===== src/hdl/olcs_defs.svh =====
`ifndef OLCS_DEFS_SVH
`define OLCS_DEFS_SVH

// Register byte offsets
`define OLCS_ADDR_GEN_CFG 8'h00
`define OLCS_ADDR_CHAN_CFG0 8'h04
`define OLCS_ADDR_CHAN_CFG1 8'h08
`define OLCS_ADDR_OC_CFG0 8'h0c
`define OLCS_ADDR_OC_CFG1 8'h10
`define OLCS_ADDR_RETRY0 8'h14
`define OLCS_ADDR_RETRY1 8'h18
`define OLCS_ADDR_FAULT0 8'h1c
`define OLCS_ADDR_FAULT1 8'h20
`define OLCS_ADDR_STATUS 8'h24

// Field positions
`define OLCS_GEN_SNS0 0
`define OLCS_GEN_SNS1 1
`define OLCS_GEN_TH 2
`define OLCS_CHAN_PWM 0
`define OLCS_CHAN_FAST 1
`define OLCS_CHAN_DIRDIS 5
`define OLCS_OC_RATIO 0
`define OLCS_RETRY_OFP 8
`define OLCS_FAULT_FLAG 0
`define OLCS_FAULT_LIVE 1

// Reset values
`define OLCS_GEN_RST 3'h0
`define OLCS_CHAN_RST 3'h0
`define OLCS_RATIO_RST 1'b0
`define OLCS_OFP_RST 1'b0

// Timing
`define OLCS_CLK_MHZ 100
`define OLCS_CHECK_INTERVAL_MS 150
`define OLCS_SETTLE_NS 2000
`define OLCS_DISCHARGE_NS 500

`endif


===== src/hdl/olcs_pkg.sv =====
package olcs_pkg;
	typedef struct packed {
		logic dir_dis;
		logic pwm_en;
		logic fast_slew;
	} olcs_chan_cfg_t;

	typedef enum logic [1:0] {OLCS_SRC_CH0, OLCS_SRC_CH1, OLCS_SRC_TEMP}
		olcs_src_t;

	typedef enum logic [2:0] {SNS_IDLE, SNS_SETTLE, SNS_VALID, SNS_HOLD,
		SNS_DISCHARGE} olcs_sense_state_t;

	typedef struct packed {
		olcs_src_t src;
		logic enable;
		logic hold;
		logic discharge;
		logic offset_pos;
	} olcs_sense_t;
endpackage : olcs_pkg


===== src/hdl/olcs_ctrl.sv =====
`include "olcs_defs.svh"

// How it works
// (RQ1) Open load flagged when load current is under the ratio's threshold.
// (RQ2) Open load pulls fault pin low and sets the flag; channel stays on.
// (RQ3) Fault pin recovers once cause gone; latched flag stays until cleared.
// (RQ4) High ratio: open-load check runs continuously while the channel is on.
// (RQ5) High ratio: fault register read while off clears the flag.
// (RQ6) High ratio: read while on clears the flag only if load reconnected.
// (RQ7) Low ratio: periodic check, only with fast slew rate selected.
// (RQ8) Internal PWM, low ratio: checks every 150 ms, also at full duty.
// (RQ9) Internal PWM: check at first turn-off 150 ms after previous check; code checks at the first on cycle once 150 ms have elapsed.
// (RQ10) Direct input, low ratio: check at each turn-off; none at full duty.
// (RQ11) Channel config bit 5 set makes the channel ignore its direct input.
// (RQ12) Low ratio: flag clears only on read after a fault-free check.
// (RQ13) Two select bits route channel 0, channel 1 or temperature to sense.
// (RQ14) Any over-current window disables sensing and holds strobe high.
// (RQ15) Track-and-hold bit: 0 synchronous (reset), 1 track-and-hold.
// (RQ16) Synchronous: strobe low after settling until switch-off.
// (RQ17) Track-and-hold: at switch-off hold last value, strobe high.
// (RQ18) Source change in track-and-hold: discharge, reacquire; off channel lost.
// (RQ19) Host avoids track-and-hold below 60 Hz switching.
// (RQ20) Ratio bit selects high or low ratio; low also lowers OC thresholds.
// (RQ21) Offset polarity bit 8 of retry register: 1 positive, 0 negative.
// (RQ22) Held value keeps polarity of on time; off-time changes ignored.
// (RQ23) Open-load state, flags and timers kept separately per channel.
module olcs_ctrl
	import olcs_pkg::*;
#(
	parameter int unsigned CHECK_CYCLES =
		`OLCS_CHECK_INTERVAL_MS * `OLCS_CLK_MHZ * 1000
)
(
	input wire logic clk,
	input wire logic nrst,
	input wire logic hsel,
	input wire logic [31:0] haddr,
	input wire logic [1:0] htrans,
	input wire logic hwrite,
	input wire logic [2:0] hsize,
	input wire logic hready,
	input wire logic [31:0] hwdata,
	output logic [31:0] hrdata,
	output logic hreadyout,
	output logic hresp,
	input wire logic [1:0] in_pin,
	input wire logic [1:0] pwm_drive,
	input wire logic [1:0] below_thr_high,
	input wire logic [1:0] below_thr_low,
	input wire logic [1:0] overcurrent_window,
	output logic [1:0] hs_on,
	output logic [1:0] fast_slew,
	output logic [1:0] overcurrent_thr_low,
	output logic fault_status_n,
	output logic sense_valid_strobe_n,
	output olcs_pkg::olcs_sense_t sense
);
	import olcs_pkg::*;

	localparam int unsigned SETTLE_CYCLES =
		(`OLCS_SETTLE_NS * `OLCS_CLK_MHZ + 999) / 1000;
	localparam int unsigned DISCHARGE_CYCLES =
		(`OLCS_DISCHARGE_NS * `OLCS_CLK_MHZ + 999) / 1000;

	logic [1:0] rst_q;
	logic rst_n;
	logic [2:0] gen_cfg;
	olcs_chan_cfg_t chan_cfg [2];
	logic [1:0] ratio_low;
	logic [1:0] offset_polarity;
	logic acc;
	logic a_wr;
	logic [7:0] a_addr;
	logic [1:0] chan_int;
	logic [1:0] next_on;
	logic [1:0] off_evt;
	logic [1:0] uc;
	logic [1:0] hi_live;
	logic [1:0] due;
	logic [1:0] lo_check;
	logic [1:0] fr_rd;
	logic [1:0] flag_set;
	logic [1:0] flag_clr;
	logic [1:0] flag;
	logic [1:0] live;
	logic [1:0] ok_seen;
	logic [23:0] timer [2];
	olcs_src_t src;
	olcs_src_t src_prev;
	logic sel_ch;
	logic sel_is_ch;
	logic sel_on;
	logic src_chg;
	logic any_oc;
	olcs_sense_state_t state;
	olcs_sense_state_t next_state;
	logic [15:0] cnt;
	logic [15:0] next_cnt;
	logic hold_ofp;

	// Reset release is synchronised; assertion stays asynchronous
	always_ff @(posedge clk or negedge nrst)
	begin
		if (!nrst)
			rst_q <= 2'b00;
		else
			rst_q <= {rst_q[0], 1'b1};
	end
	assign rst_n = rst_q[1];

	function automatic logic [31:0] olcs_rd(input logic [7:0] a);
		logic [31:0] d;
		d = 32'h0;
		case (a)
			`OLCS_ADDR_GEN_CFG: d[2:0] = gen_cfg;
			`OLCS_ADDR_CHAN_CFG0, `OLCS_ADDR_CHAN_CFG1:
			begin
				d[`OLCS_CHAN_DIRDIS] = chan_cfg[a[3]].dir_dis;
				d[`OLCS_CHAN_PWM] = chan_cfg[a[3]].pwm_en;
				d[`OLCS_CHAN_FAST] = chan_cfg[a[3]].fast_slew;
			end
			`OLCS_ADDR_OC_CFG0: d[`OLCS_OC_RATIO] = ratio_low[0];
			`OLCS_ADDR_OC_CFG1: d[`OLCS_OC_RATIO] = ratio_low[1];
			`OLCS_ADDR_RETRY0: d[`OLCS_RETRY_OFP] = offset_polarity[0];
			`OLCS_ADDR_RETRY1: d[`OLCS_RETRY_OFP] = offset_polarity[1];
			`OLCS_ADDR_FAULT0:
			begin
				d[`OLCS_FAULT_FLAG] = flag[0];
				d[`OLCS_FAULT_LIVE] = live[0];
			end
			`OLCS_ADDR_FAULT1:
			begin
				d[`OLCS_FAULT_FLAG] = flag[1];
				d[`OLCS_FAULT_LIVE] = live[1];
			end
			`OLCS_ADDR_STATUS:
				d[9:0] = {state, ok_seen, sense_valid_strobe_n, hs_on, 2'b00};
			default: d = 32'h0;
		endcase
		return d;
	endfunction : olcs_rd

	// Zero-wait slave; read data and read side effects land at address edge
	assign acc = hsel & htrans[1] & hready;
	assign hreadyout = 1'b1;
	assign hresp = 1'b0;

	always_ff @(posedge clk or negedge rst_n)
	begin
		if (!rst_n)
		begin
			a_wr <= 1'b0;
			a_addr <= 8'h00;
			hrdata <= 32'h0;
		end
		else
		begin
			a_wr <= acc & hwrite;
			a_addr <= haddr[7:0];
			if (acc & ~hwrite)
				hrdata <= olcs_rd(haddr[7:0]);
		end
	end

	always_ff @(posedge clk or negedge rst_n)
	begin
		if (!rst_n)
		begin
			gen_cfg <= `OLCS_GEN_RST; // RQ15
			chan_cfg[0] <= `OLCS_CHAN_RST;
			chan_cfg[1] <= `OLCS_CHAN_RST;
			ratio_low <= {2{`OLCS_RATIO_RST}};
			offset_polarity <= {2{`OLCS_OFP_RST}};
		end
		else if (a_wr)
		begin
			case (a_addr)
				`OLCS_ADDR_GEN_CFG: gen_cfg <= hwdata[2:0]; // RQ13 RQ15
				`OLCS_ADDR_CHAN_CFG0, `OLCS_ADDR_CHAN_CFG1:
					chan_cfg[a_addr[3]] <= {hwdata[`OLCS_CHAN_DIRDIS],
						hwdata[`OLCS_CHAN_PWM], hwdata[`OLCS_CHAN_FAST]};
				`OLCS_ADDR_OC_CFG0: ratio_low[0] <= hwdata[`OLCS_OC_RATIO];
				`OLCS_ADDR_OC_CFG1: ratio_low[1] <= hwdata[`OLCS_OC_RATIO];
				`OLCS_ADDR_RETRY0: offset_polarity[0] <= hwdata[`OLCS_RETRY_OFP]; // RQ21
				`OLCS_ADDR_RETRY1: offset_polarity[1] <= hwdata[`OLCS_RETRY_OFP];
				default: ;
			endcase
		end
	end

	// Each channel owns its own detector, timer and flags
	for (genvar c = 0; c < 2; c++)
	begin : g_ch // RQ23
		localparam logic [7:0] FAULT_ADDR =
			(c == 0) ? `OLCS_ADDR_FAULT0 : `OLCS_ADDR_FAULT1;

		assign chan_int[c] = chan_cfg[c].dir_dis | chan_cfg[c].pwm_en; // RQ11
		assign next_on[c] = chan_int[c] ? pwm_drive[c] : in_pin[c];
		assign off_evt[c] = hs_on[c] & ~next_on[c];
		assign uc[c] = ratio_low[c] ? below_thr_low[c] : below_thr_high[c]; // RQ1
		assign hi_live[c] = ~ratio_low[c] & hs_on[c] & uc[c]; // RQ4
		assign due[c] = timer[c] >= 24'(CHECK_CYCLES - 1);
		// Internal PWM waits for the interval; full duty checks while on.
		// This check replaces the turn-off check that direct input uses.
		assign lo_check[c] = ratio_low[c] & chan_cfg[c].fast_slew // RQ7
			& (chan_int[c] ? due[c] & hs_on[c] // RQ8 RQ9
			: off_evt[c]); // RQ10
		assign fr_rd[c] = acc & ~hwrite & (haddr[7:0] == FAULT_ADDR);
		assign flag_set[c] = hi_live[c] | (lo_check[c] & uc[c]); // RQ2
		assign flag_clr[c] = fr_rd[c] & (ratio_low[c] ? ok_seen[c] // RQ12
			: (~hs_on[c] | ~uc[c])); // RQ5 RQ6

		always_ff @(posedge clk or negedge rst_n)
		begin
			if (!rst_n)
			begin
				hs_on[c] <= 1'b0;
				flag[c] <= 1'b0;
				live[c] <= 1'b0;
				ok_seen[c] <= 1'b0;
				timer[c] <= 24'h0;
			end
			else
			begin
				hs_on[c] <= next_on[c];
				// A new fault wins over a clearing read in the same cycle
				flag[c] <= flag_set[c] | (flag[c] & ~flag_clr[c]);
				if (~ratio_low[c])
					live[c] <= hi_live[c]; // RQ3
				else if (lo_check[c])
					live[c] <= uc[c]; // RQ3
				if (lo_check[c])
					ok_seen[c] <= ~uc[c];
				else if (flag_clr[c])
					ok_seen[c] <= 1'b0;
				if (lo_check[c])
					timer[c] <= 24'h0;
				else if (~due[c])
					timer[c] <= timer[c] + 24'h1;
			end
		end

		AST_FLAG_SET: assert property (@(posedge clk) disable iff (!rst_n)
			hi_live[c] |=> flag[c] && !fault_status_n) // RQ2
			else $error("open load did not raise flag and pin");
		AST_PIN_RECOVER: assert property (@(posedge clk) disable iff (!rst_n)
			!ratio_low[c] && !(hs_on[c] && uc[c]) |=> !live[c]) // RQ3
			else $error("fault pin term did not recover");
		AST_OFF_READ_CLR: assert property (@(posedge clk) disable iff (!rst_n)
			fr_rd[c] && !ratio_low[c] && !hs_on[c] |=> !flag[c]) // RQ5
			else $error("read while off did not clear flag");
		AST_ON_READ_KEEP: assert property (@(posedge clk) disable iff (!rst_n)
			fr_rd[c] && !ratio_low[c] && hs_on[c] && uc[c] |=> flag[c]) // RQ6
			else $error("read cleared flag with load still open");
		AST_SLOW_NO_CHECK: assert property (@(posedge clk)
			disable iff (!rst_n)
			ratio_low[c] && !chan_cfg[c].fast_slew && !flag[c]
			|=> !flag[c]) // RQ7
			else $error("low ratio check ran with slow slew");
		AST_INTERVAL: assert property (@(posedge clk) disable iff (!rst_n)
			lo_check[c] && chan_int[c]
			|-> timer[c] == 24'(CHECK_CYCLES - 1)) // RQ9
			else $error("periodic check before interval elapsed");
		AST_FULL_DUTY: assert property (@(posedge clk) disable iff (!rst_n)
			ratio_low[c] && !chan_int[c] && hs_on[c] && next_on[c]
			|-> !lo_check[c]) // RQ10
			else $error("direct input check without turn-off");
		AST_LO_CLEAR: assert property (@(posedge clk) disable iff (!rst_n)
			ratio_low[c] && fr_rd[c] && !ok_seen[c] && flag[c]
			|=> flag[c]) // RQ12
			else $error("low ratio flag cleared without clean check");
	end

	assign fault_status_n = ~|live; // RQ2 RQ3
	assign fast_slew = {chan_cfg[1].fast_slew, chan_cfg[0].fast_slew};
	assign overcurrent_thr_low = ratio_low; // RQ20

	// Both bits equal means temperature
	assign src = (gen_cfg[`OLCS_GEN_SNS0] == gen_cfg[`OLCS_GEN_SNS1])
		? OLCS_SRC_TEMP
		: (gen_cfg[`OLCS_GEN_SNS1] ? OLCS_SRC_CH1 : OLCS_SRC_CH0); // RQ13
	assign sel_ch = (src == OLCS_SRC_CH1);
	assign sel_is_ch = (src != OLCS_SRC_TEMP);
	assign sel_on = sel_is_ch & hs_on[sel_ch];
	assign src_chg = (src != src_prev);
	assign any_oc = |overcurrent_window;

	always_comb
	begin
		next_state = state;
		next_cnt = 16'h0;
		if (src_chg & gen_cfg[`OLCS_GEN_TH] & sel_is_ch)
			next_state = SNS_DISCHARGE; // RQ18
		else if (any_oc | ~sel_is_ch)
			next_state = SNS_IDLE; // RQ14
		else if (src_chg)
			next_state = sel_on ? SNS_SETTLE : SNS_IDLE;
		else
		begin
			case (state)
				SNS_IDLE:
					if (sel_on)
						next_state = SNS_SETTLE;
				SNS_SETTLE:
					if (!sel_on)
						next_state = SNS_IDLE;
					else if (cnt == 16'(SETTLE_CYCLES - 1))
						next_state = SNS_VALID; // RQ16
					else
						next_cnt = cnt + 16'h1;
				SNS_VALID:
					if (!sel_on)
						next_state = gen_cfg[`OLCS_GEN_TH]
							? SNS_HOLD : SNS_IDLE; // RQ16 RQ17
				SNS_HOLD:
					if (sel_on)
						next_state = SNS_SETTLE;
				SNS_DISCHARGE:
					// A channel that is off now has nothing to reacquire
					if (cnt == 16'(DISCHARGE_CYCLES - 1))
						next_state = sel_on ? SNS_SETTLE : SNS_IDLE; // RQ18
					else
						next_cnt = cnt + 16'h1;
				default: next_state = SNS_IDLE;
			endcase
		end
	end

	always_ff @(posedge clk or negedge rst_n)
	begin
		if (!rst_n)
		begin
			state <= SNS_IDLE;
			cnt <= 16'h0;
			src_prev <= OLCS_SRC_TEMP;
			hold_ofp <= 1'b0;
		end
		else
		begin
			state <= next_state;
			cnt <= next_cnt;
			src_prev <= src;
			if (state == SNS_VALID && next_state == SNS_HOLD)
				hold_ofp <= offset_polarity[sel_ch]; // RQ22
		end
	end

	assign sense_valid_strobe_n = (state != SNS_VALID) | any_oc; // RQ14 RQ16
	assign sense.src = src;
	assign sense.enable = ~any_oc
		& (~sel_is_ch | sel_on | state == SNS_HOLD); // RQ14 RQ16
	assign sense.hold = (state == SNS_HOLD); // RQ17
	assign sense.discharge = (state == SNS_DISCHARGE); // RQ18
	assign sense.offset_pos = (state == SNS_HOLD)
		? hold_ofp : offset_polarity[sel_ch]; // RQ21 RQ22

	AST_OC_STROBE: assert property (@(posedge clk) disable iff (!rst_n)
		any_oc |-> sense_valid_strobe_n && !sense.enable) // RQ14
		else $error("sensing active during over-current window");
	AST_SETTLE: assert property (@(posedge clk) disable iff (!rst_n)
		$fell(sense_valid_strobe_n) |-> $past(state) == SNS_SETTLE
		&& $past(cnt) == 16'(SETTLE_CYCLES - 1)) // RQ16
		else $error("strobe fell without full settling");
	AST_HOLD: assert property (@(posedge clk) disable iff (!rst_n)
		state == SNS_VALID && gen_cfg[`OLCS_GEN_TH] && !sel_on && !any_oc
		&& !src_chg |=> sense.hold && sense_valid_strobe_n) // RQ17
		else $error("switch-off did not hold the sense value");
	AST_HOLD_POL: assert property (@(posedge clk) disable iff (!rst_n)
		state == SNS_HOLD && $past(state) == SNS_HOLD
		|-> $stable(sense.offset_pos)) // RQ22
		else $error("held polarity changed while off");
	AST_DISCHARGE: assert property (@(posedge clk) disable iff (!rst_n)
		src_chg && gen_cfg[`OLCS_GEN_TH] && sel_is_ch
		|=> sense.discharge) // RQ18
		else $error("source change did not discharge hold");
endmodule : olcs_ctrl


===== config.mk =====
export PLATFORM = sky130hd
export DESIGN_NAME = olcs_ctrl
export DESIGN_NICKNAME = d
export VERILOG_FILES = /design/src/hdl/olcs_pkg.sv /design/src/hdl/olcs_ctrl.sv
export VERILOG_INCLUDE_DIRS = /design/src /design/src/hdl
export SDC_FILE = /design/constraint.sdc
export NUM_CORES = 1
export LEC_CHECK = 0
export BUFFER_PORTS_ARGS = -buffer_cell sky130_fd_sc_hd__buf_4
export CAP_MARGIN = 20
export CORE_MARGIN = 5
export CORE_UTILIZATION = 55
export CTS_CLUSTER_SIZE = 12
export DETAILED_ROUTE_END_ITERATION = 7
export PLACE_DENSITY = 0.85
export SYNTH_ARGS = -nofsm -noshare
export SYNTH_HDL_FRONTEND = slang
export SYNTH_SLANG_ARGS = --single-unit

===== constraint.sdc =====
create_clock -name clk -period 4.2 [get_ports clk]
set_input_delay 0.63 -clock clk [delete_from_list [all_inputs] [get_ports clk]]
set_output_delay 0.63 -clock clk [all_outputs]
set_load 0.005 [all_outputs]

Word-level counts from Yosys, hierarchy flattened
Index checks and enable logic that the tools add are counted.
{"block": "totals", "reg_bits": 112, "inputBits": 84}
{"block": "op_classes", "n_addsub": 3, "magnitude_cmp": 6, "n_eq_ne": 31, "mux": 59, "bitwise_logic": 55, "reduce_logical": 19}
{"op": "16-bit 2-to-1 mux", "count": 6}
{"op": "24-bit 2-to-1 mux", "count": 4}
{"op": "8-bit by 5-bit equality test with 1-bit output (second input constant)", "count": 7}
{"op": "24-bit by 1-bit adder with 24-bit output (second input constant)", "count": 2}
{"op": "24-bit >= comparator (second input constant)", "count": 2}
{"op": "3-bit 2-to-1 mux", "count": 12}
{"op": "8-bit by 4-bit equality test with 1-bit output (second input constant)", "count": 4}
{"op": "16-bit case mux with 2 select lines", "count": 1}
{"op": "1-bit bitwise AND", "count": 28}
{"op": "1-bit 2-to-1 mux", "count": 24}
{"op": "16-bit by 1-bit adder with 16-bit output (second input constant)", "count": 1}
{"op": "16-bit by 6-bit equality test with 1-bit output (second input constant)", "count": 1}
{"op": "16-bit by 8-bit equality test with 1-bit output (second input constant)", "count": 1}
{"op": "8-bit by 3-bit equality test with 1-bit output (second input constant)", "count": 2}
{"op": "8-bit by 6-bit equality test with 1-bit output (second input constant)", "count": 2}
{"op": "8-bit logical NOT", "count": 2}
{"op": "1-bit NOT", "count": 13}
{"op": "1-bit bitwise OR", "count": 12}
{"op": "3-bit case mux with 4 select lines", "count": 1}
{"op": "2-bit AND reduction", "count": 6}
{"op": "2-bit OR reduction", "count": 5}
{"op": "3-bit by 2-bit equality test with 1-bit output (second input constant)", "count": 3}
{"op": "2-bit 2-to-1 mux", "count": 4}
{"op": "2-bit by 1-bit != test with 1-bit output (second input constant)", "count": 4}
{"op": "21 further kinds", "count": 26}

Longest topological paths before layout
Gate-level depths: netlist (run 1).
{"block": "depth", "ltp_word": 14, "ltp_mapped": 9, "depth_no_buf": 8}

Least setup slack after synthesis (run 1)
OpenSTA, ideal clock, no wires.
{"block": "synth_timing", "path_kind": "reg-to-reg", "start": "register gen_cfg[0]", "end": "register hold_ofp", "setup_time_ns": 0.079, "arrival_ns": 2.141, "required_time_ns": 4.121, "slack_ns": 1.980, "path_stages_with_launch": 8, "synth_period_minus_slack_ns": 2.220, "path_cell_list": "dfrtp_1 > inv_1 > ha_1 > or2_2 > nor4b_1 > a21oi_1 > a211oi_1 > mux2i_1"}
{"item": "start: declaration", "line_no": "olcs_ctrl.sv:67", "source": "logic [2:0] gen_cfg;"}
{"item": "start signal: assignment", "line_no": "olcs_ctrl.sv:169", "source": "gen_cfg <= `OLCS_GEN_RST;"}
{"item": "start signal: assignment", "line_no": "olcs_ctrl.sv:178", "source": "`OLCS_ADDR_GEN_CFG: gen_cfg <= hwdata[2:0];"}
{"item": "end signal: assignment", "line_no": "olcs_ctrl.sv:344", "source": "hold_ofp <= offset_polarity[sel_ch];"}
{"item": "end: declaration", "line_no": "olcs_ctrl.sv:99", "source": "logic hold_ofp;"}

Worst setup path in the final report (run 1)
{"block": "layout_timing", "start": "register timer[43] (netlist bit)", "end": "register ok_seen[0]"}
{"block": "layout_via", "elab_chain_cells": 5}
{"item": "start: declaration", "line_no": "olcs_ctrl.sv:87", "source": "logic [23:0] timer [2];"}
{"item": "start signal: indexed assignment", "line_no": "olcs_ctrl.sv:239", "source": "timer[c] <= timer[c] + 24'h1;"}
{"item": "24-bit >= comparator (*)", "line_no": "olcs_ctrl.sv:202", "source": "assign due[c] = timer[c] >= 24'(CHECK_CYCLES - 1);"}
{"item": "1-bit bitwise AND (*)", "line_no": "olcs_ctrl.sv:206", "source": "& (chan_int[c] ? due[c] & hs_on[c]"}
{"item": "1-bit 2-to-1 mux (*)", "line_no": "olcs_ctrl.sv:206"}
{"item": "1-bit bitwise AND (*)", "line_no": "olcs_ctrl.sv:206"}
{"item": "1-bit 2-to-1 mux or 2-bit nonzero test (tied branches)"}
{"item": "end signal: indexed assignment", "line_no": "olcs_ctrl.sv:233", "source": "ok_seen[c] <= ~uc[c];"}
{"item": "end: declaration", "line_no": "olcs_ctrl.sv:86", "source": "logic [1:0] ok_seen;"}
Every way passes the cells marked *; elsewhere a longest branch is shown, timed or not.
A chain may end at the register's enable or synchronous reset.

==> results.sh, run 1 <==
export IMPL_status="finished clean"
export IMPL_vias_per_cell=5.81
export IMPL_synth_simple_area_share_pct=24.1
export IMPL_dp_slack_ns=1.45
export IMPL_cts_tree="yes"
export IMPL_synth_async_reset_ratio_pct=100
export IMPL_worstPathBufferInverterCount=1
export IMPL_crit_path_cell_trace="nand4bb_1 -> a2111oi_2 -> a211oi_1 -> nor2_1 -> buf_4 -> o21ai_0"
export IMPL_clk_latency_ns=0.39
export IMPL_cp_required_ns=4.47
export IMPL_path_class="reg2reg"
export IMPL_layout_common_cells="dfrtp_1, nor2_1, nand2_1"
export IMPL_maxCapViolCount=0
export IMPL_grt_first_pass_wirelength_mm=21.9
export IMPL_dp_hpwl_mm=9.54
export IMPL_fin_area_sq_mm=0.00658
export IMPL_postPlaceCellArea_sq_mm=0.00633
export IMPL_holdBufCountCts=1
export IMPL_setup_ws_ns=1.40
export IMPL_diodes=0
export IMPL_grt_pass1_vias=4639
export IMPL_place_gp_congestion=0.926
export IMPL_clk_pin_slew_ns=0.11
export IMPL_avgRoutedWirePerCell_um=16.4
export IMPL_p_leak_nw=2.79
export IMPL_synth_distinct_cells=55
export IMPL_root_buffer="clkbuf_8"
export IMPL_cts_path_max_buffers=2
export IMPL_grt_use_total_pct=20.9
export IMPL_antenna_found_initial=0
export IMPL_synthToLayoutAreaGrowth_pct=11.0
export IMPL_p_total_mw=2.60
export IMPL_path_max_fanout=17
export IMPL_min_period_ns=2.80
export IMPL_slew_headroom_pct=32.8
export IMPL_cp_start_kind="flop"
export IMPL_final_cell_count_no_fill=809
export IMPL_worst_hold_slack_ns=0.180
export IMPL_cp_slowest_cell="nor2_1"
export IMPL_post_cts_buffers=0
export IMPL_synth_top_family_by_area="simple AND/OR/NAND/NOR gates"
export IMPL_cp_arrival_ns=3.07
export IMPL_ys_seq_area_share_pct=47.3
export IMPL_synth_edf_count=0
export IMPL_cts_repair_resized=0
export IMPL_first_pass_iters=7
export IMPL_cp_slowest_stage_delay_ns=0.80
export IMPL_start_util_pct=56.9
export IMPL_cts_sinks=112
export IMPL_synth_xor_area_share_pct=8.28
export IMPL_nNetsFinal=758
export IMPL_yosys_warnings=0
export IMPL_io_pins=132
export IMPL_overflow=0
export IMPL_synth_fa_ha_area_share_pct=1.27
export IMPL_layout_commonest_cell="dfrtp_1"
export IMPL_synth_mux_area_share_pct=3.67
export IMPL_portBuffers=52
export IMPL_min_period_over_period_pct=66.7
export IMPL_avgSynthCellArea_sq_um=9.60
export IMPL_hold_class="reg2async"
export IMPL_rsz0062_at_grt="no"
export IMPL_setup_tns_ns=0
export IMPL_finClkSkew_ns=0.00860
export IMPL_drv_slew=0
export IMPL_worstMarginPinSlew_ns=1.00
export IMPL_max_freq_mhz=357
export IMPL_die_area_sq_mm=0.0129
export IMPL_ys_flop_type="dfrtp_1"
export IMPL_grt_max_degree=81
export IMPL_drcViolationCount=0
export IMPL_place_inst=791
export IMPL_num_vias=4701
export IMPL_ctsHtreeMaxLevel=3
export IMPL_ir_drop_mv=0.286
export IMPL_synth_seq_cells=112
export IMPL_synth_compound_area_share_pct=9.99
export IMPL_synth_area_sq_mm=0.00592
export IMPL_num_rows=37
export IMPL_drtIter0Drc=356
export IMPL_cts_buffers=9
export IMPL_hold_viol=0
export IMPL_power_density_mw_per_mm2=396
export IMPL_syn_inst=617
export IMPL_postRouteAntennaNets=0
export IMPL_coreArea_sq_mm=0.0104
export IMPL_finalSetupViolCount=0
export IMPL_critPathTopFamily="simple AND/OR/NAND/NOR gates"
export IMPL_die_w_um=114
export IMPL_drt_total_wl_mm=13.3
export IMPL_drive_gt1_share_pct=14.7
export IMPL_post_route_util_pct=63.1
export IMPL_crit_path_end_kind="flop"
export IMPL_die_height_um=114
-- metal layers --
| layer | wire length (um) | global-route usage [%] | share of wire (%) |
|---|---|---|---|
| met1 | 5560 | 26.5 | 42 |
| met2 | 6490 | 34.2 | 49 |
| met3 | 898 | 4.93 | 6.8 |
| met4 | 315 | 9.11 | 2.4 |
| met5 | 0 | 0 | 0 |
-- cells in the mapped netlist (all sizes together) (10+ instances only) --
cell / number / area (sq um)
inv: 13 / 48.8
nand3: 29 / 145
xnor2: 25 / 219
nor2: 93 / 349
and3: 13 / 81.3
o211ai: 10 / 75.1
xor2: 31 / 272
dfrtp: 111 / 2780
buf: 35 / 249
a21oi: 15 / 86.3
o21ai: 24 / 120
nand2: 61 / 229
nor3: 17 / 85.1
mux2: 14 / 158
nand4: 13 / 81.3
-- area by class of cell --
| type | count | area (sq um) |
|---|---|---|
| Fill cell | 819 | 3840 |
| Inverter | 13 | 48.8 |
| Clock buffer | 10 | 138 |
| Sequential cell | 112 | 2810 |
| Tap cell | 136 | 170 |
| Clock inverter | 6 | 76.3 |
| Timing Repair Buffer | 56 | 443 |
| Multi-Input combinational cell | 476 | 2890 |
-- state kept, by name, summed over array words and instances (netlist names), 3 cells and up --
| register | flops |
|---|---|
| a_addr | 8 |
| cnt | 16 |
| hrdata | 10 |
| timer | 48 |
| state | 3 |
| gen_cfg | 3 |
| chan_cfg | 4 |
-- where the power goes --
group / total (mW) / internal, mW / switching, mW
registers: 1.39 / 1.22 / 0.171
clock network: 0.689 / 0.302 / 0.387
logic: 0.521 / 0.230 / 0.291
-- worst paths after layout --
kind | startpoint | to | slack [ns] | cells after the start
min in group clk | rst_q[0]$_DFF_PN0_ | rst_q[1]$_DFF_PN0_ | 0.36 | 0
max in group asynchronous | rst_q[1]$_DFF_PN0_ | a_addr[3]$_DFF_PN0_ | 3.03 | 2
worst min-delay path | rst_q[1]$_DFF_PN0_ | src_prev[0]$_DFF_PN0_ | 0.18 | 0
worst max-delay path | timer[43]$_DFFE_PN0P_ | ok_seen[0]$_DFFE_PN0P_ | 1.40 | 6
worst min register to register | rst_q[1]$_DFF_PN0_ | src_prev[0]$_DFF_PN0_ | 0.18 | 0
worst max register to register | timer[43]$_DFFE_PN0P_ | ok_seen[0]$_DFFE_PN0P_ | 1.40 | 6
-- logic make-up after synthesis --
logic type / after synthesis
xor+xnor: 56
flops: 112
fa+ha+maj: 6
buf+inv: 52
mux: 20
compound gates: 85
other cells: 2
simple gates: 284
No activity file was read; power rests on OpenSTA's default activity.
==> inputs of run 2 (changes only) <==
Clock period 4.2 ns to 2.6 ns, I/O delays scaled along.
==> results.sh, run 2 (synthesis gave the netlist of run 1 again) <==
export IMPL_power_share_sequential_pct=53.7
export IMPL_p_total_mw=4.17
export IMPL_grt_first_pass_wirelength_mm=22.6
export IMPL_slew_headroom_pct=48.4
export IMPL_num_rows=37
export IMPL_path_class="reg2reg"
export IMPL_start_util_pct=56.9
export IMPL_crit_path_end_kind="flop"
export IMPL_cp_required_ns=2.87
export IMPL_cts_buffers=9
export IMPL_timing_rr_end="timer[0]$_DFFE_PN0P_"
export IMPL_maxCapViolCount=0
export IMPL_largest_reg_flops=48
export IMPL_min_period_ns=2.41
export IMPL_min_to="a_addr[6]$_DFF_PN0_"
export IMPL_fin_area_sq_mm=0.00664
export IMPL_layout_common_cells="dfrtp_1, nor2_1, buf_4"
export IMPL_nNetsFinal=766
export IMPL_finClkSkew_ns=0.00806
export IMPL_diodes=0
export IMPL_first_pass_iters=5
export IMPL_die_area_sq_mm=0.0129
export IMPL_pwr_share_comb_pct=20.1
export IMPL_dp_hpwl_mm=9.87
export IMPL_antenna_found_initial=0
export IMPL_drcViolationCount=0
export IMPL_worstMarginPinSlew_ns=0.763
export IMPL_internal_power_mw=2.83
export IMPL_path_max_fanout=8
export IMPL_reg2reg_depth=6
export IMPL_post_route_util_pct=63.7
export IMPL_min_delay_path_depth=1
export IMPL_cts_tree="yes"
export IMPL_rsz0062_at_grt="no"
export IMPL_grt_use_total_pct=21.2
export IMPL_min_period_over_period_pct=92.9
export IMPL_root_buffer="clkbuf_8"
export IMPL_hold_start="haddr[6]"
export IMPL_clkPwrFrac_pct=26.1
export IMPL_synthToLayoutAreaGrowth_pct=12.0
export IMPL_use_met2_pct=34.1
export IMPL_power_density_mw_per_mm2=629
export IMPL_place_inst=800
export IMPL_portBuffers=52
export IMPL_status="finished clean"
export IMPL_layout_commonest_cell="dfrtp_1"
export IMPL_setup_tns_ns=0
export IMPL_num_vias=4789
export IMPL_grt_pass1_vias=4799
export IMPL_grt_max_degree=53
export IMPL_cts_path_max_buffers=2
export IMPL_cp_start_kind="flop"
export IMPL_clk_latency_ns=0.38
export IMPL_top_usage_layer="met2"
export IMPL_coreArea_sq_mm=0.0104
export IMPL_avgRoutedWirePerCell_um=16.4
export IMPL_swShare_pct=32.2
export IMPL_post_cts_buffers=0
export IMPL_drt_total_wl_mm=13.4
export IMPL_drive_gt1_share_pct=15.7
export IMPL_setup_ws_ns=0.186
export IMPL_drtIter0Drc=334
export IMPL_die_height_um=114
export IMPL_grtUsageMet3_pct=3.55
export IMPL_place_gp_congestion=0.928
export IMPL_ir_drop_mv=0.324
export IMPL_r2r_start="timer[20]$_DFFE_PN0P_"
export IMPL_finalSetupViolCount=0
export IMPL_ctsHtreeMaxLevel=3
export IMPL_p_leak_nw=2.82
export IMPL_switchingPower_mw=1.34
export IMPL_worst_hold_slack_ns=0.125
export IMPL_hold_viol=0
export IMPL_regMostFlops="timer"
export IMPL_cts_sinks=112
export IMPL_drv_slew=0
export IMPL_rrSetupSlack_ns=0.19
export IMPL_io_pins=132
export IMPL_clk_pin_slew_ns=0.11
export IMPL_vias_per_cell=5.86
export IMPL_use_met1_pct=27.9
export IMPL_hold_class="in2reg"
export IMPL_postPlaceCellArea_sq_mm=0.00641
export IMPL_reg_top3="timer (48), cnt (16), hrdata (10)"
export IMPL_die_w_um=114
export IMPL_final_cell_count_no_fill=817
export IMPL_overflow=0
export IMPL_nFillCells=815
export IMPL_postRouteAntennaNets=0
export IMPL_dp_slack_ns=-0.00496
export IMPL_max_freq_mhz=414
export IMPL_cp_arrival_ns=2.69
-- run 2: repair_timing --
action	in CTS	in global routing
endpoints found under the setup margin	1	1
hold endpoints to repair	2	0
hold buffers	1	0
resized for setup	1	1
-- run 2: power by group through the flow --
stage | registers [mW] | logic [mW] | clock network, mW
detailed placement | 2.26 | 0.831 | 0
global placement | 2.25 | 0.790 | 0
finish | 2.24 | 0.840 | 1.09
CTS | 2.24 | 0.840 | 1.10
floorplan | 2.22 | 0.641 | 0
global route | 2.27 | 0.944 | 1.17
-- run 2: worst max path at each step --
| stage | startpoint | end | slack, ns | cells after the start |
|---|---|---|---|---|
| detailed placement | gen_cfg[1]$_DFFE_PN0P_ | hold_ofp$_DFFE_PN0P_ | -0.005 | 7 |
| floorplan | gen_cfg[0]$_DFFE_PN0P_ | hold_ofp$_DFFE_PN0P_ | 0.38 | 7 |
| finish | timer[20]$_DFFE_PN0P_ | timer[0]$_DFFE_PN0P_ | 0.19 | 6 |
| CTS | gen_cfg[1]$_DFFE_PN0P_ | hold_ofp$_DFFE_PN0P_ | 0.15 | 7 |
| global placement | gen_cfg[1]$_DFFE_PN0P_ | hold_ofp$_DFFE_PN0P_ | 0.23 | 7 |
| global route | gen_cfg[0]$_DFFE_PN0P_ | hold_ofp$_DFFE_PN0P_ | 0.03 | 8 |
-- run 2: area by class of cell --
type,instances,area [sq um],share of cell area (%)
multi-input cells,476,2910,43.8
flip-flops and latches,112,2810,42.3
repair buffers,64,495,7.47
well taps,136,170,2.56
clock buffers,11,141,2.13
clock inverters,5,63.8,0.962
inverters,13,48.8,0.735
-- run 2: worst max-delay path, cell delays in order (launching register included) --
cell and delay (ns):
dfrtp_1 0.43, or4_1 0.59, nor4_1 0.41, o211ai_1 0.37, and2_1 0.31, xnor2_1 0.15, nor2_1 0.06
-- run 2: metal layers --
layer | vias up | part of all wire [%]
met3 | 39 | 6.5
met2 | 180 | 48
li1 | 2245 | -
met5 | - | 0
met4 | 0 | 3.3
met1 | 2325 | 42
==> inputs of run 3 (changes only) <==
Settings changed: CORE_UTILIZATION 55 to 56, CTS_BUF_LIST from default to sky130_fd_sc_hd__clkbuf_2 sky130_fd_sc_hd__clkbuf_4 sky130_fd_sc_hd__clkbuf_8, CTS_CLUSTER_DIAMETER from default to 120, PLACE_DENSITY 0.85 to 0.87.
==> results.sh, run 3 (synthesis gave the netlist of run 1 again) <==
export IMPL_crit_top_cell="o211ai_1"
export IMPL_worstPathBufferInverterCount=0
export IMPL_hold_class="in2reg"
export IMPL_layout_commonest_cell="dfrtp_1"
export IMPL_min_period_over_period_pct=93.0
export IMPL_cp_start_kind="flop"
export IMPL_drt_total_wl_mm=13.3
export IMPL_coreArea_sq_mm=0.0103
export IMPL_first_pass_iters=5
export IMPL_die_height_um=113
export IMPL_clk_latency_ns=0.38
export IMPL_max_freq_mhz=414
export IMPL_cts_tree="yes"
export IMPL_diodes=0
export IMPL_avgRoutedWirePerCell_um=16.3
export IMPL_drv_slew=0
export IMPL_portBuffers=52
export IMPL_finClkSkew_ns=0.00747
export IMPL_overflow=0
export IMPL_postRouteAntennaNets=0
export IMPL_vias_per_cell=5.82
export IMPL_cp_slowest_cell="or4_1"
export IMPL_start_util_pct=57.4
export IMPL_die_w_um=113
export IMPL_regMostFlops="timer"
export IMPL_antenna_found_initial=0
export IMPL_drtIter0Drc=382
export IMPL_num_rows=37
export IMPL_dp_hpwl_mm=9.75
export IMPL_grt_first_pass_wirelength_mm=22.2
export IMPL_cp_slowest_stage_delay_ns=0.59
export IMPL_ctsHtreeMaxLevel=3
export IMPL_drive_gt1_share_pct=15.9
export IMPL_cts_path_max_buffers=2
export IMPL_p_leak_nw=2.84
export IMPL_power_density_mw_per_mm2=636
export IMPL_die_area_sq_mm=0.0127
export IMPL_synthToLayoutAreaGrowth_pct=12.4
export IMPL_worstMarginPinSlew_ns=0.646
export IMPL_reg_top3="timer (48), cnt (16), hrdata (10)"
export IMPL_path_max_fanout=8
export IMPL_post_route_util_pct=64.5
export IMPL_cts_buffers=9
export IMPL_path_class="reg2reg"
export IMPL_nNetsFinal=766
export IMPL_min_period_ns=2.42
export IMPL_clk_pin_slew_ns=0.10
export IMPL_cts_sinks=112
export IMPL_slew_headroom_pct=56.3
export IMPL_crit_path_end_kind="flop"
export IMPL_root_buffer="clkbuf_8"
export IMPL_cp_required_ns=2.86
export IMPL_place_gp_congestion=0.921
export IMPL_hold_viol=0
export IMPL_ir_drop_mv=0.442
export IMPL_status="finished clean"
export IMPL_critPathTopFamily="simple AND/OR/NAND/NOR gates"
export IMPL_drcViolationCount=0
export IMPL_layout_common_cells="dfrtp_1, nor2_1, nand2_1, buf_4, xor2_1"
export IMPL_maxCapViolCount=0
export IMPL_grt_use_total_pct=21.2
export IMPL_grt_pass1_vias=4694
export IMPL_rsz0062_at_grt="no"
export IMPL_setup_tns_ns=0
export IMPL_num_vias=4757
export IMPL_finalSetupViolCount=0
export IMPL_cp_arrival_ns=2.68
export IMPL_post_cts_buffers=0
export IMPL_largest_reg_flops=48
export IMPL_grt_max_degree=48
export IMPL_io_pins=132
export IMPL_crit_path_cell_trace="or4_1 -> nor4_1 -> o211ai_1 -> and2_1 -> o211ai_1 -> o21ai_0"
-- run 3: worst paths after layout --
check / from / end / slack, ns / cells after the start
worst max-delay path: timer[20]$_DFFE_PN0P_ / timer[1]$_DFFE_PN0P_ / 0.18 / 6
worst min-delay path: haddr[6] / a_addr[6]$_DFF_PN0_ / 0.13 / 1
worst max register to register: timer[20]$_DFFE_PN0P_ / timer[1]$_DFFE_PN0P_ / 0.18 / 6
worst min register to register: rst_q[1]$_DFF_PN0_ / cnt[8]$_DFF_PN0_ / 0.36 / 0
max in group asynchronous: rst_q[1]$_DFF_PN0_ / timer[31]$_DFFE_PN0P_ / 1.40 / 2
min in group asynchronous: nrst / rst_q[1]$_DFF_PN0_ / 0.30 / 2
-- run 3: power breakdown --
part / internal (mW) / switching, mW
Sequential: 1.97 / 0.275
Combinational: 0.374 / 0.466
Clock: 0.560 / 0.589
-- run 3: per-stage QoR --
step	worst slack, ns	power, mW	hold slack, ns	instance area (sq um)	cells
after floorplan	0.380	2.86	0.0944	6010	640
after global placement	0.219	3.03	0.173	6420	800
after detailed placement	0.0565	3.10	0.174	6420	800
after CTS	0.0455	4.25	0.115	6650	817
after global routing	0.0127	4.49	0.106	6660	817
final	0.182	4.24	0.127	6660	817
-- run 3: area by class of cell --
cell class	instances	area, sq um
fillers	811	3660
repair buffers	64	508
multi-input cells	476	2900
clock inverters	6	92.6
well taps	136	170
clock buffers	10	131
inverters	13	48.8
flip-flops and latches	112	2810
-- run 3: worst register-to-register path, cell delays in order (launching register included) --
cell      delay, ns
dfrtp_1        0.43
or4_1          0.59
nor4_1         0.40
o211ai_1       0.35
and2_1         0.31
o211ai_1       0.10
o21ai_0        0.11
-- run 3: per-layer routing --
metal / track usage, % / vias to the layer above / routed length (um)
met2: 35.7 / 152 / 6650
met4: 6.01 / 0 / 208
met3: 4.92 / 18 / 825
li1: - / 2249 / -
met5: 0 / - / 0
met1: 27.5 / 2338 / 5610
-- run 3: repair_timing --
item / 4_1_cts / 5_1_grt
hold endpoints to repair: 2 / 0
hold buffers: 1 / 0
endpoints found under the setup margin: 0 / 17
resized for setup: 0 / 1
